`config.mk`:
```
export PLATFORM = sky130hd
export DESIGN_NAME = fle_entry_ten
export DESIGN_NICKNAME = d
export VERILOG_FILES = /design/src/fle_pkg.sv /design/src/fle_cmp_if.sv /design/src/fle_cmp.sv /design/src/fle_entry_ten.sv
export SDC_FILE = /design/constraint.sdc
export NUM_CORES = 1
export LEC_CHECK = 0
export BUFFER_PORTS_ARGS = -buffer_cell sky130_fd_sc_hd__buf_2
export CORE_MARGIN = 3
export CORE_UTILIZATION = 48
export DETAILED_ROUTE_END_ITERATION = 10
export GPL_TIMING_DRIVEN = 0
export MAX_ROUTING_LAYER = met4
export PLACE_DENSITY = 0.74
export SYNTH_ARGS = -nofsm -noshare
export SYNTH_HDL_FRONTEND = slang
export SYNTH_HIERARCHICAL = 1
export SYNTH_SLANG_ARGS = --single-unit
```
`constraint.sdc`:
```
create_clock -name clk_sys -period 2.8 [get_ports clk_sys]
set_input_delay 0.56 -clock clk_sys [delete_from_list [all_inputs] [get_ports clk_sys]]
set_output_delay 0.56 -clock clk_sys [all_outputs]
set_load 0.05 [all_outputs]
```
`src/fle_pkg.sv`:
```
package fle_pkg;

    typedef logic [7:0] fle_byte_t;

    // Register offsets on the management register port
    localparam fle_byte_t FLE_THR_OFFSET = 8'h62;
    localparam fle_byte_t FLE_DUTY_OFFSET = 8'h63;

    // Power-on values
    localparam fle_byte_t FLE_THR_RESET = 8'h7F;
    localparam fle_byte_t FLE_DUTY_RESET = 8'h3F;
    localparam fle_byte_t FLE_RD_UNMAPPED = 8'h00;

    // Field layout
    localparam int FLE_THR_HALF_BIT = 7;
    localparam int FLE_THR_WHOLE_W = 7;
    localparam int FLE_DUTY_EXT_LSB = 6;
    localparam int FLE_DUTY_BASE_W = 6;

    // Temperature reading: eight whole-degree bits above the fraction
    localparam int FLE_TEMP_INT_W = 8;
    localparam int FLE_TEMP_FRAC_W = 3;
    localparam int FLE_HIRES_W = 9;
    localparam int FLE_LORES_W = 8;

    // Effective threshold width: entry plus offset, in half degrees at high resolution, whole degrees at low
    localparam int FLE_EFF_W = 10;
    localparam logic [9:0] FLE_LORES_SPAN = 10'h07F;

endpackage

```
`src/fle_cmp_if.sv`:
```
`timescale 1ns/100ps
interface fle_cmp_if
#(
    parameter int TEMP_W = 11
);
    logic [TEMP_W-1:0] temp;
    logic [7:0] thr;
    logic [7:0] offset;
    logic hires;
    logic exceeds;
    logic [9:0] eff_thr;

    modport ctl
    (
        output temp,
        output thr,
        output offset,
        output hires,
        input exceeds,
        input eff_thr
    );

    modport cmp
    (
        input temp,
        input thr,
        input offset,
        input hires,
        output exceeds,
        output eff_thr
    );
endinterface

```
`src/fle_cmp.sv`:
```
`timescale 1ns/100ps
module fle_cmp
#(
    parameter int TEMP_W = 11
)
(
    fle_cmp_if.cmp cif
);
    import fle_pkg::*;

    logic [FLE_EFF_W-1:0] temp_cut;
    logic [FLE_EFF_W-1:0] thr_sum;

    if (TEMP_W < FLE_HIRES_W)
    begin : g_width_chk
        $error("fle_cmp: temperature reading narrower than nine bits");
    end

    // Fraction below the used resolution is dropped, not rounded
    always_comb
    begin
        if (cif.hires)
        begin
            temp_cut = {1'b0, cif.temp[TEMP_W-1 -: FLE_HIRES_W]};
            // Offset counts whole degrees, so it moves up one bit
            thr_sum = {2'b00, cif.thr} + {1'b0, cif.offset, 1'b0};
        end
        else
        begin
            temp_cut = {2'b00, cif.temp[TEMP_W-1 -: FLE_LORES_W]};
            thr_sum = {3'b000, cif.thr[FLE_THR_WHOLE_W-1:0]}
                + {2'b00, cif.offset};
        end
    end

    // Both sides zero-extended: no negative threshold exists
    assign cif.eff_thr = thr_sum;
    assign cif.exceeds = temp_cut > thr_sum;
endmodule

```
`src/fle_entry_ten.sv`:
```
// Contract
// - Entry writes land only while unlock set
// - Threshold top bit zero in low resolution
// - Threshold range half or whole degree steps
// - Above threshold selects the paired duty
// - Compare nine or eight reading bits only
// - Threshold always non-negative, sign bit zero
// - Shared offset added to entry threshold
// - Duty top bits zero in low resolution
// - Extended duty only at 22.5 kHz
// - Low six duty bits form base duty
// - Reset threshold 0x7F, duty 0x3F
`timescale 1ns/100ps
module fle_entry_ten
#(
    parameter int TEMP_FRAC_W = 3
)
(
    input wire logic clk_sys,
    input wire logic reset,
    input wire fle_pkg::fle_byte_t reg_addr,
    input wire logic reg_wr_en,
    input wire fle_pkg::fle_byte_t reg_wdata,
    input wire logic reg_rd_en,
    output fle_pkg::fle_byte_t reg_rdata,
    input wire logic table_write_unlock,
    input wire logic temp_hires_mode,
    input wire logic duty_hires_mode,
    input wire logic pwm_22k5_sel,
    input wire fle_pkg::fle_byte_t table_temp_offset,
    input wire logic [fle_pkg::FLE_TEMP_INT_W+TEMP_FRAC_W-1:0] remote_temp,
    output logic entry_exceeded,
    output fle_pkg::fle_byte_t entry_duty,
    output logic write_blocked
);
    import fle_pkg::*;

    localparam int TEMP_W = FLE_TEMP_INT_W + TEMP_FRAC_W;

    if (TEMP_FRAC_W < 1)
    begin : g_frac_chk
        $error("fle_entry_ten: reading needs at least a half-degree bit");
    end

    fle_byte_t thr_r;
    fle_byte_t thr_nxt;
    fle_byte_t duty_r;
    fle_byte_t duty_nxt;
    fle_byte_t rdata_r;
    fle_byte_t rdata_nxt;
    logic exceeded_r;
    logic exceeded_nxt;
    fle_byte_t duty_out_r;
    fle_byte_t duty_out_nxt;
    logic blocked_r;
    logic blocked_nxt;
    logic boot_r;

    fle_byte_t thr_view;
    fle_byte_t duty_view;
    fle_byte_t duty_eff;
    logic ext_duty_en;
    logic hit_thr;
    logic hit_duty;

    fle_cmp_if #(.TEMP_W(TEMP_W)) cif ();

    fle_cmp #(.TEMP_W(TEMP_W)) u_cmp
    (
        .cif(cif)
    );

    assign cif.temp = remote_temp;
    assign cif.thr = thr_r;
    assign cif.offset = table_temp_offset;
    assign cif.hires = temp_hires_mode;

    assign hit_thr = reg_addr == FLE_THR_OFFSET;
    assign hit_duty = reg_addr == FLE_DUTY_OFFSET;

    // Stored bits survive a mode change; only the view is masked
    always_comb
    begin
        if (temp_hires_mode)
        begin
            thr_view = thr_r;
        end
        else
        begin
            thr_view = {1'b0, thr_r[FLE_THR_WHOLE_W-1:0]};
        end
        if (duty_hires_mode)
        begin
            duty_view = duty_r;
        end
        else
        begin
            duty_view = {2'b00, duty_r[FLE_DUTY_BASE_W-1:0]};
        end
    end

    // Extended duty needs both the mode and the fast PWM rate
    assign ext_duty_en = duty_hires_mode && pwm_22k5_sel;
    always_comb
    begin
        if (ext_duty_en)
        begin
            duty_eff = duty_r;
        end
        else
        begin
            duty_eff = {2'b00, duty_r[FLE_DUTY_BASE_W-1:0]};
        end
    end

    always_comb
    begin
        thr_nxt = thr_r;
        duty_nxt = duty_r;
        blocked_nxt = 1'b0;
        if (reg_wr_en && (hit_thr || hit_duty))
        begin
            if (table_write_unlock)
            begin
                if (hit_thr)
                begin
                    thr_nxt = reg_wdata;
                end
                else
                begin
                    duty_nxt = reg_wdata;
                end
            end
            else
            begin
                // Locked table: write dropped, flagged for one cycle
                blocked_nxt = 1'b1;
            end
        end
    end

    always_comb
    begin
        rdata_nxt = rdata_r;
        if (reg_rd_en)
        begin
            if (hit_thr)
            begin
                rdata_nxt = thr_view;
            end
            else if (hit_duty)
            begin
                rdata_nxt = duty_view;
            end
            else
            begin
                rdata_nxt = FLE_RD_UNMAPPED;
            end
        end
    end

    // Registered compare: one cycle of latency keeps outputs glitch free
    always_comb
    begin
        exceeded_nxt = cif.exceeds;
        duty_out_nxt = duty_eff;
    end

    always_ff @(posedge clk_sys or posedge reset)
    begin
        if (reset)
        begin
            thr_r <= FLE_THR_RESET;
            duty_r <= FLE_DUTY_RESET;
            rdata_r <= FLE_RD_UNMAPPED;
            exceeded_r <= 1'b0;
            duty_out_r <= FLE_DUTY_RESET;
            blocked_r <= 1'b0;
            boot_r <= 1'b0;
        end
        else
        begin
            thr_r <= thr_nxt;
            duty_r <= duty_nxt;
            rdata_r <= rdata_nxt;
            exceeded_r <= exceeded_nxt;
            duty_out_r <= duty_out_nxt;
            blocked_r <= blocked_nxt;
            boot_r <= 1'b1;
        end
    end

    assign reg_rdata = rdata_r;
    assign entry_exceeded = exceeded_r;
    assign entry_duty = duty_out_r;
    assign write_blocked = blocked_r;
endmodule

```
Yosys cells after proc, flatten, opt, wreduce, memory -nomap -nowiden
Index checks and enable logic that the tools add are counted.
{"block": "word_totals", "wordCells": 26, "inputBits": 43, "regBits": 34}
{"block": "op_classes", "n_reduce_logical": 5, "add_sub_neg": 2, "n_mux": 9, "bitwise_logic": 1, "magnitude_cmp": 1, "eq_ne": 2}
{"cell": "8-bit 2-to-1 mux", "n": 5}
{"cell": "8-bit by 7-bit == test with 1-bit output (second input constant)", "n": 2}
{"cell": "8-bit by 9-bit adder with 10-bit output", "n": 1}
{"cell": "9-bit by 10-bit greater-than comparator with 1-bit output", "n": 1}
{"cell": "10-bit 2-to-1 mux", "n": 1}
{"cell": "7-bit by 8-bit adder with 9-bit output", "n": 1}
{"cell": "9-bit 2-to-1 mux", "n": 1}
{"cell": "3-bit AND reduction", "n": 2}
{"cell": "1-bit logical AND", "n": 2}
{"cell": "1-bit 2-to-1 mux", "n": 2}
{"cell": "1-bit logical OR", "n": 1}
{"cell": "1-bit NOT", "n": 1}

Longest topological paths before layout
Gate-level depths: netlist (run 1).
{"block": "depth", "word_depth": 4, "mapped_depth": 13}

Hierarchy
The synthesis (run 1) kept the hierarchy.
{"mod": "fle_entry_ten", "cells_each": 90, "area_per_inst_um2": 1330.0, "seq_area_each_um2": 874.6, "n_inst": 1}
{"mod": "fle_cmp", "cells_each": 128, "area_per_inst_um2": 1043.5, "seq_area_each_um2": 0.0, "n_inst": 1}

Worst setup path before layout (run 1)
No wires, ideal clock.
{"block": "synth_path", "path_kind": "input port to flip-flop", "from": "input table_temp_offset[0]", "to": "register exceeded_r (netlist: entry_exceeded)", "arrival_time_ps": 2727, "path_buffers": 0, "setup_ps": 94, "t_required_ps": 2706, "path_slack_ps": -21, "path_stages": 11, "path_cell_list": "ha_1 -> fa_1 -> a211oi_1 -> o21ai_0 -> nor2b_1 -> a211oi_1 -> a21oi_1 -> ha_1 -> nand3_1 -> o21bai_1 -> a211oi_1"}
{"block": "synth_via", "elab_chain_cells": 3, "word_cells_on_any_way": 4, "cone_classes": "2 x add/sub; 1 x order compare; 1 x mux"}
{"item": "start: declaration", "line": "fle_entry_ten.sv:30", "rtl": "input wire fle_pkg::fle_byte_t table_temp_offset,"}
{"item": "8-bit by 9-bit adder with 10-bit output / 7-bit by 8-bit adder with 9-bit output (equally long branches)", "line": "fle_cmp.sv:26, fle_cmp.sv:32"}
{"item": "10-bit 2-to-1 mux (*)", "line": "fle_cmp.sv:22", "rtl": "if (cif.hires)"}
{"item": "9-bit by 10-bit greater-than comparator with 1-bit output (*)", "line": "fle_cmp.sv:38", "rtl": "assign cif.exceeds = temp_cut > thr_sum;"}
{"item": "via cif.exceeds", "line": "fle_cmp_if.sv:10", "rtl": "logic exceeds;"}
{"item": "end signal: assignment", "line": "fle_entry_ten.sv:186", "rtl": "exceeded_r <= exceeded_nxt;"}
{"item": "end: declaration", "line": "fle_entry_ten.sv:51", "rtl": "logic exceeded_r;"}
Mark *: on every way through the listed nets, which the timed path passes. The rest lies on a longest branch.
A chain may end at the register's enable or synchronous reset.

Worst setup path in the final report (run 1)
{"block": "layout_path", "from": "register thr_r[1] (netlist: cif.thr[1])", "to": "register exceeded_r (netlist: entry_exceeded)"}
{"block": "layout_via", "elab_chain_cells": 3, "word_cells_on_any_way": 4, "cone_classes": "2 x add/sub; 1 x order compare; 1 x mux"}
{"item": "start: declaration", "line": "fle_entry_ten.sv:45", "rtl": "fle_byte_t thr_r;"}
{"item": "start signal: assignment", "line": "fle_entry_ten.sv:183", "rtl": "thr_r <= thr_nxt;"}
{"item": "8-bit by 9-bit adder with 10-bit output / 7-bit by 8-bit adder with 9-bit output (equally long branches)", "line": "fle_cmp.sv:26, fle_cmp.sv:32"}
{"item": "10-bit 2-to-1 mux (*)", "line": "fle_cmp.sv:22"}
{"item": "9-bit by 10-bit greater-than comparator with 1-bit output (*)", "line": "fle_cmp.sv:38"}
{"item": "via cif.exceeds", "line": "fle_cmp_if.sv:10"}
Marked as above.

==> results.txt, run 1 <==
The run finished with clean final reports. For the number of H-tree branching levels, the log shows 2. In this run the horizontal extent of the chip is 75.8 um.

TritonCTS built the clock tree. The root buffer cell chosen for the clock tree is clkbuf_8. The count of mapped cells out of synthesis was 214. The tools report the area enclosed by the die boundary as 5740 um2.

Max-cap violations in this run came to 0. Dividing the detail-routed via count by the number of cells gives 5.24. The run gives 78 as the DRC marker count from the first detailed-route iteration. Height of the die: 75.8 um.

Relative to the synthesized area, the layout overhead comes to 25.9%. The clock arrives with 4.05 ps of skew. In this run the deepest clock path goes through 2 buffers. Setup violations remaining at the end of the flow were counted as 0. The run gives 4530 um2 as the placeable core region.

The slowest stage of the critical path belongs to the cell dfstp_2. Max-slew violation count: 0. The worst hold path belongs to the class input pin to async pin. The cell count after placement came out at 336. The first global-routing pass estimated 7.62 mm of wire. Peak fanout along the critical path: 3. The kind of cell with the highest combined delay along the critical path is adder cells. The number of antenna violations at the first check in global routing is 0, and the number of core rows is 24. After synthesis the cells add up to 2340 um2. Setup slack on the critical path of the routed design comes to 68.7 ps. After the last flow step, the layout net total stands at 351. Excluding fillers, the count of instances in the completed layout stands at 349. The run gives 1.43 nW as the static power due to leakage. The number of antenna diodes in the final layout is 0. The multi-input combinational cells in the finished layout cover a total of 1460 um2. Before antenna repair, the detailed router went through 4 iterations. Power comes to 1.10 mW. The clock slew seen by the registers of the worst setup and hold paths is 60 ps. The run gives 0 as the post-cts hold buffer count. The portion of the clock cycle consumed by the worst path in the final layout works out to 97.5%.

The worst setup path is captured at a register. The count of input and output buffers is 57, and the buffer and inverter count on the worst path is 1. STA puts the critical path data arrival time at 2920 ps. The peak supply drop was 0.000224 V.

The number of top-level pins was 61; the total clock buffers created by CTS was 5. The worst setup path is launched from a register. The share of final-layout standard cells stronger than drive strength 1 works out to 50.0%. In this run the register-to-register setup slack is 70 ps. The layout has 364 filler cells.

The longest individual stage delay on the worst path is 570 ps. The tree built by TritonCTS fans out to 34 sinks. Highest achievable clock rate: 366 MHz. The sequential cells in the finished layout cover a total of 875 um2. Dividing the synthesized area by the synthesized cell count gives 10.9 um2.

At the pin with the least slew margin, the transition time is 546 ps. After detailed routing, the number of remaining DRC violations is 0. The wire-length estimate of the detail-placed layout is 3.81 mm.

Count of nets left with antenna violations after detail routing: 0. In the final routed layout, each cell accounts on average for 14.4 um. For this block, the via count after detailed routing is 1828.

Hold timing on the final database bottoms out at a slack of 292 ps. The worst path needs 2730 ps of the cycle, external delays included. Before CTS, the worst setup slack after placement is -422 ps. The tools report the count of warnings emitted by yosys as 6. The placer congestion estimate was 0.833; the global-route usage over all layers was 18.4%. Required time reported for the critical path endpoint: 2990 ps. Measured against its own limit, the worst slew margin works out to 63.6%. The logs give 5.04 mm for the final wirelength and 0 for the hold violation count in the final report. The number of global-route vias before repair was 1648.

The category of the most critical setup path is register to register. The clock network latency to the later pin of the worst-skew pair is 290 ps, and the synthesized netlist net count is 282. The total grt overflow was 0; the power density over the cells was 375 nW/um2.

For this configuration, the core starts out at a cell density of 51.5%. The signal on the critical path passes through ha_4, inv_2, fa_2, nor2b_4, o31a_4, o31ai_4, xnor2_1, mux2i_1, ha_1, nand3_2, o21bai_4, a211oi_2. Entering global routing, the biggest net connects 35 pins.
==> cell usage in the layout (no fill, tap or decap), drive strengths merged, types with 8 or more instances in the layout <==
master,n
ha,23
mux2,26
buf,67
nor2,10
dfstp,19
clkbuf,9
dfrtp,15
inv,18
o21ai,9
o22ai,8
a21oi,11
mux2i,8
==> flip-flops by register name, summed over array words and instances (netlist names) <==
name	cells
duty_r	8
cif.thr	8
write_blocked	1
entry_exceeded	1
reg_rdata	8
entry_duty	8
==> stage by stage <==
step	instance area, um2	setup TNS (ps)	utilization [%]
after global routing	2940	-41.1	64.9
after CTS	2820	0	62.1
final	2940	0	64.9
after global placement	2700	-424	59.6
after floorplan	2340	0	-
after detailed placement	2700	-422	59.6
==> layer usage <==
| layer | up-vias | GRT usage [%] | routed length, um |
|---|---|---|---|
| li1 | 925 | - | - |
| met1 | 864 | 24.8 | 2290 |
| met2 | 31 | 26.8 | 2510 |
| met3 | 8 | 4.09 | 160 |
| met4 | 0 | 6.99 | 80 |
| met5 | - | - | 0 |
==> final cells by class <==
type,instances,area share (%)
multi-input cells,156,49.7
flip-flops and latches,34,29.7
clock buffers,8,2.72
well taps,65,2.76
repair buffers,62,11.7
inverters,18,2.30
plain buffers,6,1.11
==> path summary, 6_finish.rpt <==
| check | startpoint | cells past startpoint | endpoint |
|---|---|---|---|
| worst max-delay path | cif.thr[1] | 12 | entry_exceeded |
| worst min-delay path | reset | 2 | reg_rdata[2] |
| worst max register to register | cif.thr[1] | 12 | entry_exceeded |
| worst min register to register | duty_r[4] | 0 | entry_duty[4] |
| max in group asynchronous | reset | 3 | cif.thr[4] |
| min in group clk_sys | duty_r[4] | 0 | entry_duty[4] |
==> report_power, final <==
part | switching, mW | internal (mW) | leakage (nW)
combinational | 0.131 | 0.113 | 0.986
clock | 0.165 | 0.176 | 0.0395
sequential | 0.00748 | 0.509 | 0.404
==> repair_timing <==
action,4_1_cts,5_1_grt
pin swaps,0,19
setup buffers,2,2
resized for setup,5,17
endpoints found under the setup margin,1,1
(Power assumes the default switching activity.)
==> run 2, diff against run 1 <==
==> constraint.sdc (replaced) <==
create_clock -name clk_sys -period 2.8 [get_ports clk_sys]
set_input_delay 0.14 -clock clk_sys [delete_from_list [all_inputs] [get_ports clk_sys]]
set_output_delay 0.14 -clock clk_sys [all_outputs]
set_load 0.05 [all_outputs]
==> run 2 against run 1 <==
Against the previous run: first-iteration DRC count down 19%; global-route usage unchanged; clock power about the same; critical endpoint unchanged; largest cell class unchanged; maximum frequency unchanged; total power up 0.10%.
==> results.txt, run 2 (synthesized netlist as in run 1, its figures left out) <==
The worst-case register-to-register setup slack is 70 ps (about the same). The required time reported for the critical path endpoint came out at 2990 ps (about the same). The count of non-filler cells in the finished layout is 350 (+0.29%), and the detailed-routing iteration count for the pre-antenna-repair pass is 4 (unchanged). The arrival time at the worst endpoint was 2920 ps (about the same); the cell count after placement was 336 (unchanged). The height of the die was 75.8 um (unchanged). The max-slew violation count is 0 (unchanged), and the routing usage on met2 is 26.8% (unchanged). Leaving out fill and tap cells, the most frequent cells in the layout are buf_2, mux2_2, ha_1.

The headroom to the max-slew limit came out at 63.6% (about the same). For the fill cell total of the finished layout, the log shows 363 (-0.27%). For this design, the slowest cell found on the critical path is dfstp_2. For the area of all placed cells without fillers, the log shows 2950 um2 (+0.34%). Most frequent standard cell in the layout excluding fill and tap cells: buf_2. For the hold violation count in the final report, the log shows 0 (unchanged). Number of H-tree branching levels: 2 (unchanged). TritonCTS built the clock tree. The global-route wire length before repair is 7.62 mm (unchanged). The met1 track demand over resource is 24.8% (unchanged). The run gives 0 (unchanged) as the total grt overflow. The worst setup path is launched from a register. The number of buffers on the longest clock path was 2 (unchanged); the floorplan die width was 75.8 um (unchanged). The run gives 63 (-19%) as the DRC marker count from the first detailed-route iteration. The tools report the HPWL after detailed placement as 3.81 mm (unchanged). The tools report the placer congestion estimate as 0.833 (unchanged). The tools report the number of maximum-capacitance constraint violations as 0 (unchanged).

For the multi-input gate area in the final layout, the log shows 1460 um2 (unchanged). The vias after detailed routing is 1832 (+0.22%), and the antenna diode count is 0 (unchanged). The final period demand of the worst path came out at 2730 ps (+0.000300 ps). The run gives 1.43 nW (+0.29%) as the static power due to leakage. The final routed wire length divided by cell count is 14.5 um (+0.49%). The clock slew seen by the registers of the worst setup and hold paths came out at 60 ps (about the same). The final count of negative-setup-slack endpoints came out at 0 (unchanged). Initial core utilization: 51.5% (unchanged). The area taken by flip-flops and latches was 875 um2 (unchanged); the final net count was 352 (+0.28%). Count of input and output buffers: 57 (unchanged). The global-route usage over all layers is 18.4% (unchanged), and the power density over the cells is 374 nW/um2 (-0.24%). Clock network latency to the later pin of the worst-skew pair: 290 ps (about the same). The portion of the clock cycle consumed by the worst path in the final layout was 97.5% (about the same).

For the pin count of the biggest net entering global routing, the log shows 35 (unchanged). Walking the worst path, the cells encountered are ha_4, inv_2, fa_2, nor2b_4, o31a_4, o31ai_4, xnor2_1, mux2i_1, ha_1, nand3_2, o21bai_4, a211oi_2. The final wirelength is 5.07 mm (+0.77%), and the total clock buffers created by CTS is 5 (unchanged).

The mean number of vias per cell was 5.23 (about the same). The tools report the peak supply drop as 0.000224 V (about the same). The power consumption was 1.10 mW (+0.10%). The run finished with clean final reports. The most congested layer reported by global routing is met2.

Instance area after placement: 2700 um2 (unchanged). The share of final-layout standard cells stronger than drive strength 1 was 49.8% (-0.18 points). The count of unresolved DRC violations after routing is 0 (unchanged).

Met3 track utilization from global routing: 4.09% (unchanged). The number of antenna violations at the first check in global routing is 0 (unchanged), and the final worst clock skew is 4.01 ps (-0.0355 ps). For the placeable core region, the log shows 4530 um2 (unchanged). The tree is rooted in a clkbuf_8. The number of global-route vias before repair was 1648 (unchanged). For the number of core rows, the log shows 24 (unchanged). The actual slew at the worst max-slew pin works out to 546 ps (-0.00721 ps). The worst setup path is captured at a register.

The peak fanout along the critical path came out at 3 (unchanged). The type of the tightest min-delay check was input pin to register. Clock sink count: 34 (unchanged). The highest achievable clock rate is 366 MHz (unchanged), and the area growth from synthesis to final layout is 26.3%. The worst setup path is of the register to register kind. The longest individual stage delay on the worst path came out at 570 ps (about the same). The run gives 5740 um2 (unchanged) as the area enclosed by the die boundary.

The count of nets left with antenna violations after detail routing was 0 (unchanged); the number of top-level pins was 61 (unchanged).
## run 2: cell count changes in the layout (fill, tap and decap cells not counted), sizes merged
cell and change:
dlygate4sd3 +1
## run 2: metrics by stage
| stage | setup WS, ps | hold slack, ps | utilization [%] | setup TNS, ps |
|---|---|---|---|---|
| 4_1_cts | 24.6 | 32.2 | 62.1 | 0 |
| 5_1_grt | -41.1 | 45.0 | 65.1 | -41.1 |
| 6_report | 68.7 | 42.4 | 65.1 | 0 |
| 3_3_place_gp | -143 | 341 | 59.6 | -143 |
| 2_1_floorplan | 174 | 206 | - | 0 |
| 3_5_place_dp | -138 | 338 | 59.6 | -138 |
## run 2: timing repair
action                                  4_1_cts  5_1_grt
pin swaps                                     0       19
endpoints found under the setup margin        1        1
hold buffers                                  0        1
hold endpoints to repair                      0        4
buffers inserted                              2        2
resized for setup                             5       17
## run 2: critical path, delay by kind of cell, from the launching register on
family | cells | cell delay [ps]
simple gates | 2 | 250
xor+xnor | 1 | 200
compound gates | 4 | 630
flops | 1 | 570
buf+inv | 1 | 40
fa+ha+maj | 3 | 830
mux | 1 | 100
## run 2: report_power, final
group / total (mW) / internal [mW] / switching [mW] / leakage (nW)
Combinational: 0.246 / 0.114 / 0.132 / 0.990
Clock: 0.341 / 0.176 / 0.165 / 0.0395
Sequential: 0.517 / 0.509 / 0.00746 / 0.404
## run 2: layer usage
metal / wire (um) / up-vias
met5: 0 / -
met4: 80 / 0
met3: 160 / 8
met2: 2550 / 31
met1: 2290 / 866
li1: - / 927
## run 2: worst paths after layout
kind | cells past startpoint | from | to
worst max-delay path | 12 | cif.thr[1] | entry_exceeded
worst min-delay path | 2 | table_write_unlock | write_blocked
worst max register to register | 12 | cif.thr[1] | entry_exceeded
worst min register to register | 0 | duty_r[4] | entry_duty[4]
max in group asynchronous | 4 | reset | duty_r[4]
min in group asynchronous | 3 | reset | reg_rdata[2]
## run 2: cell type report
class | instances | share of cell area, %
plain buffers | 6 | 1.10
multi-input cells | 156 | 49.6
flip-flops and latches | 34 | 29.6
inverters | 18 | 2.29
well taps | 65 | 2.76
clock buffers | 8 | 2.71
repair buffers | 63 | 12.0
==> run 3, diff against run 2 <==
CORE_UTILIZATION = 30   (was 48)
PLACE_DENSITY = 0.5   (was 0.74)
==> run 3 against run 2 <==
Against the previous run: flip-flop and latch count is the same; clock power shrank 2%; global-route usage shrank 6.1 points; non-clock buffer count is the same; clock skew shrank 0.95 ps; worst setup slack lost 55 ps; maximum frequency shrank 2.0%; cell area grew 0.81%; wire length grew 2.2%; register-to-register slack lost 60 ps; cell count grew 9.7%.
==> results.txt, run 3 (synthesized netlist as in run 1, its figures left out) <==
The total clock buffers created by CTS is 5 (unchanged). The number of maximum-capacitance constraint violations is 0 (unchanged), and the count of nets left with antenna violations after detail routing is 0 (unchanged). The count of unresolved DRC violations after routing was 0 (unchanged). The worst setup path is captured at a register.

By instance count, the cell type seen most on the critical path is ha_1. The clock network latency to the later pin of the worst-skew pair is 270 ps (-20 ps). The run gives 2 (unchanged) as the number of buffers on the longest clock path.

The slowest stage of the critical path is the dfstp_2 cell. For the placeable core region, the log shows 7410 um2 (+63%). The number of core rows was 31 (+29%). The total negative slack for setup checks was 0 ps (unchanged). The final core utilization is 40.2% (-25 points). The clock slew seen by the registers of the worst setup and hold paths came out at 60 ps (about the same). Floorplan die width: 94.3 um (+24%). Placer congestion estimate: 0.778 (-6.6%). The buffer and inverter count on the worst path is 1 (unchanged). TritonCTS built the clock tree. The power consumption was 1.09 mW (-1.2%); the DRC marker count from the first detailed-route iteration was 20 (-68%). In this run the worst hold path is classified as input pin to register.

The portion of the clock cycle consumed by the worst path in the final layout was 99.5% (+2.0 points); the mean number of vias per cell was 4.72 (-9.8%). The final count of negative-setup-slack endpoints is 0 (unchanged), and the arrival time at the worst endpoint is 2970 ps (+50 ps). For the antenna diode count, the log shows 0 (unchanged). The tools report the vias after detailed routing as 1813 (-1.0%). The highest achievable clock rate was 359 MHz (-2.0%); the instance area after placement was 2750 um2 (+1.6%). The tree is rooted in a clkbuf_8.

The library cells used most frequently in the layout, excluding fill and tap cells, are buf_2, mux2_2, ha_1. The detailed-routing iteration count for the pre-antenna-repair pass was 2 (-2). The worst setup path is launched from a register. The final net count came out at 352 (unchanged). The total grt overflow is 0 (unchanged), and the HPWL after detailed placement is 4.08 mm (+6.9%).

For the area taken by flip-flops and latches, the log shows 875 um2 (unchanged). The number of top-level pins was 61 (unchanged); the final period demand of the worst path was 2790 ps (+55.4 ps). The final routed wire length divided by cell count is 13.5 um (-6.8%).

Traced cell by cell, the critical path runs through ha_1, fa_2, a21o_1, a211oi_1, nor2_1, mux2_2, inv_1, ha_1, nand4_1, o21bai_2, o21bai_4, a211oi_2. The run gives 2 (unchanged) as the number of H-tree branching levels. The run finished with clean final reports. Longest individual stage delay on the worst path: 390 ps (-180 ps). Fill cell total of the finished layout: 784 (+120%).

The headroom to the max-slew limit was 64.2% (+0.61 points). The share of final-layout standard cells stronger than drive strength 1 works out to 48.4% (-1.4 points). The clock sink count was 34 (unchanged); the pin count of the biggest net entering global routing was 35 (unchanged).

Static power due to leakage: 1.43 nW (-0.57%). The peak fanout along the critical path came out at 4 (+1). Number of antenna violations at the first check in global routing: 0 (unchanged). The most frequent standard cell in the layout excluding fill and tap cells is buf_2. The area of all placed cells without fillers is 2980 um2 (+0.81%). The final wirelength came out at 5.19 mm (+2.2%).

The logs give 1797 (+9.0%) for the number of global-route vias before repair and 370 (+10%) for the cell count after placement. The multi-input gate area in the final layout was 1440 um2 (-1.5%); the final worst clock skew was 3.06 ps (-0.952 ps). The logs give 0 (unchanged) for the max-slew violation count and 384 (+9.7%) for the count of non-filler cells in the finished layout.

The initial core utilization came out at 31.5% (-20 points). The area enclosed by the die boundary was 8890 um2 (+55%). On the critical path the largest part of the delay comes from compound AO/OA/AOI/OAI gates. The category of the most critical setup path is register to register. Setup repair after global routing could not meet its margin everywhere. The power density over the cells was 367 nW/um2 (-1.9%).

The actual slew at the worst max-slew pin is 537 ps (-9.13 ps), and the global-route usage over all layers is 12.2% (-6.1 points). The hold violation count in the final report was 0 (unchanged). Count of input and output buffers: 57 (unchanged).

The height of the die came out at 94.3 um (+24%). The run gives 8.38 mm (+10%) as the global-route wire length before repair. The peak supply drop was 0.000156 V (-31%). The area growth from synthesis to final layout was 27.3%; the required time reported for the critical path endpoint was 2980 ps (about the same).
-- run 3: cell count changes in the layout (fill, tap and decap cells not counted), moves of 2 or more --
cell     delta
a21oi_2     -2
o21ai_2     -2
a21oi_1     +2
o21ai_0     +2
-- run 3: cell type report --
cell class	instances	share of cell area, %
Multi-Input combinational cell	156	48.4
Sequential cell	34	29.4
Timing Repair Buffer	63	12.0
Tap cell	99	4.16
Clock buffer	8	2.69
Inverter	18	2.27
Buffer	6	1.09
-- run 3: power breakdown --
group | internal, mW | leakage (nW) | switching, mW
Combinational | 0.111 | 0.982 | 0.129
Clock | 0.176 | 0.0395 | 0.158
Sequential | 0.509 | 0.404 | 0.00733
-- run 3: timing repair --
| action | 4_1_cts | 5_1_grt |
|---|---|---|
| hold endpoints to repair | 0 | 4 |
| endpoints found under the setup margin | 1 | 1 |
| hold buffers | 0 | 1 |
| gates cloned | 0 | 0 |
| gates resized for setup | 5 | 13 |
| pin swaps | 2 | 15 |
| setup buffers | 1 | 3 |
-- run 3: worst reg2reg max path: cells and delay by family, from the launching register on --
| kind | cells | cell delay (ps) |
|---|---|---|
| AOI/OAI and AO/OA | 5 | 960 |
| adders and majority gates | 3 | 790 |
| DFF | 1 | 390 |
| muxes | 1 | 260 |
| and+or+nand+nor | 2 | 230 |
| buffers and inverters | 1 | 60 |
-- run 3: path summary, 6_finish.rpt --
check                              startpoint             end  slack [ps]  cells past startpoint
max                                cif.thr[0]  entry_exceeded          10                     12
min                        table_write_unlock   write_blocked          50                      2
max reg2reg                        cif.thr[0]  entry_exceeded          10                     12
min reg2reg                         duty_r[4]   entry_duty[4]         370                      0
max in group asynchronous               reset       duty_r[3]        1960                      4
min in group asynchronous               reset    reg_rdata[0]         350                      3
-- run 3: routing by layer --
| metal | part of all wire [%] | vias up | GRT usage (%) |
|---|---|---|---|
| met5 | 0 | - | - |
| met2 | 44 | 52 | 19.4 |
| met3 | 6.9 | 4 | 2.64 |
| met4 | 0.71 | 0 | 2.89 |
| met1 | 49 | 837 | 16.0 |
| li1 | - | 920 | - |
-- run 3: through the flow --
| step | hold WS (ps) | setup WS, ps |
|---|---|---|
| 6_report | 49.7 | 13.4 |
| 5_1_grt | 49.7 | -125 |
| 4_1_cts | 40.5 | 19.9 |
| 3_5_place_dp | 341 | -196 |
| 3_3_place_gp | 338 | -197 |
| 2_1_floorplan | 206 | 174 |
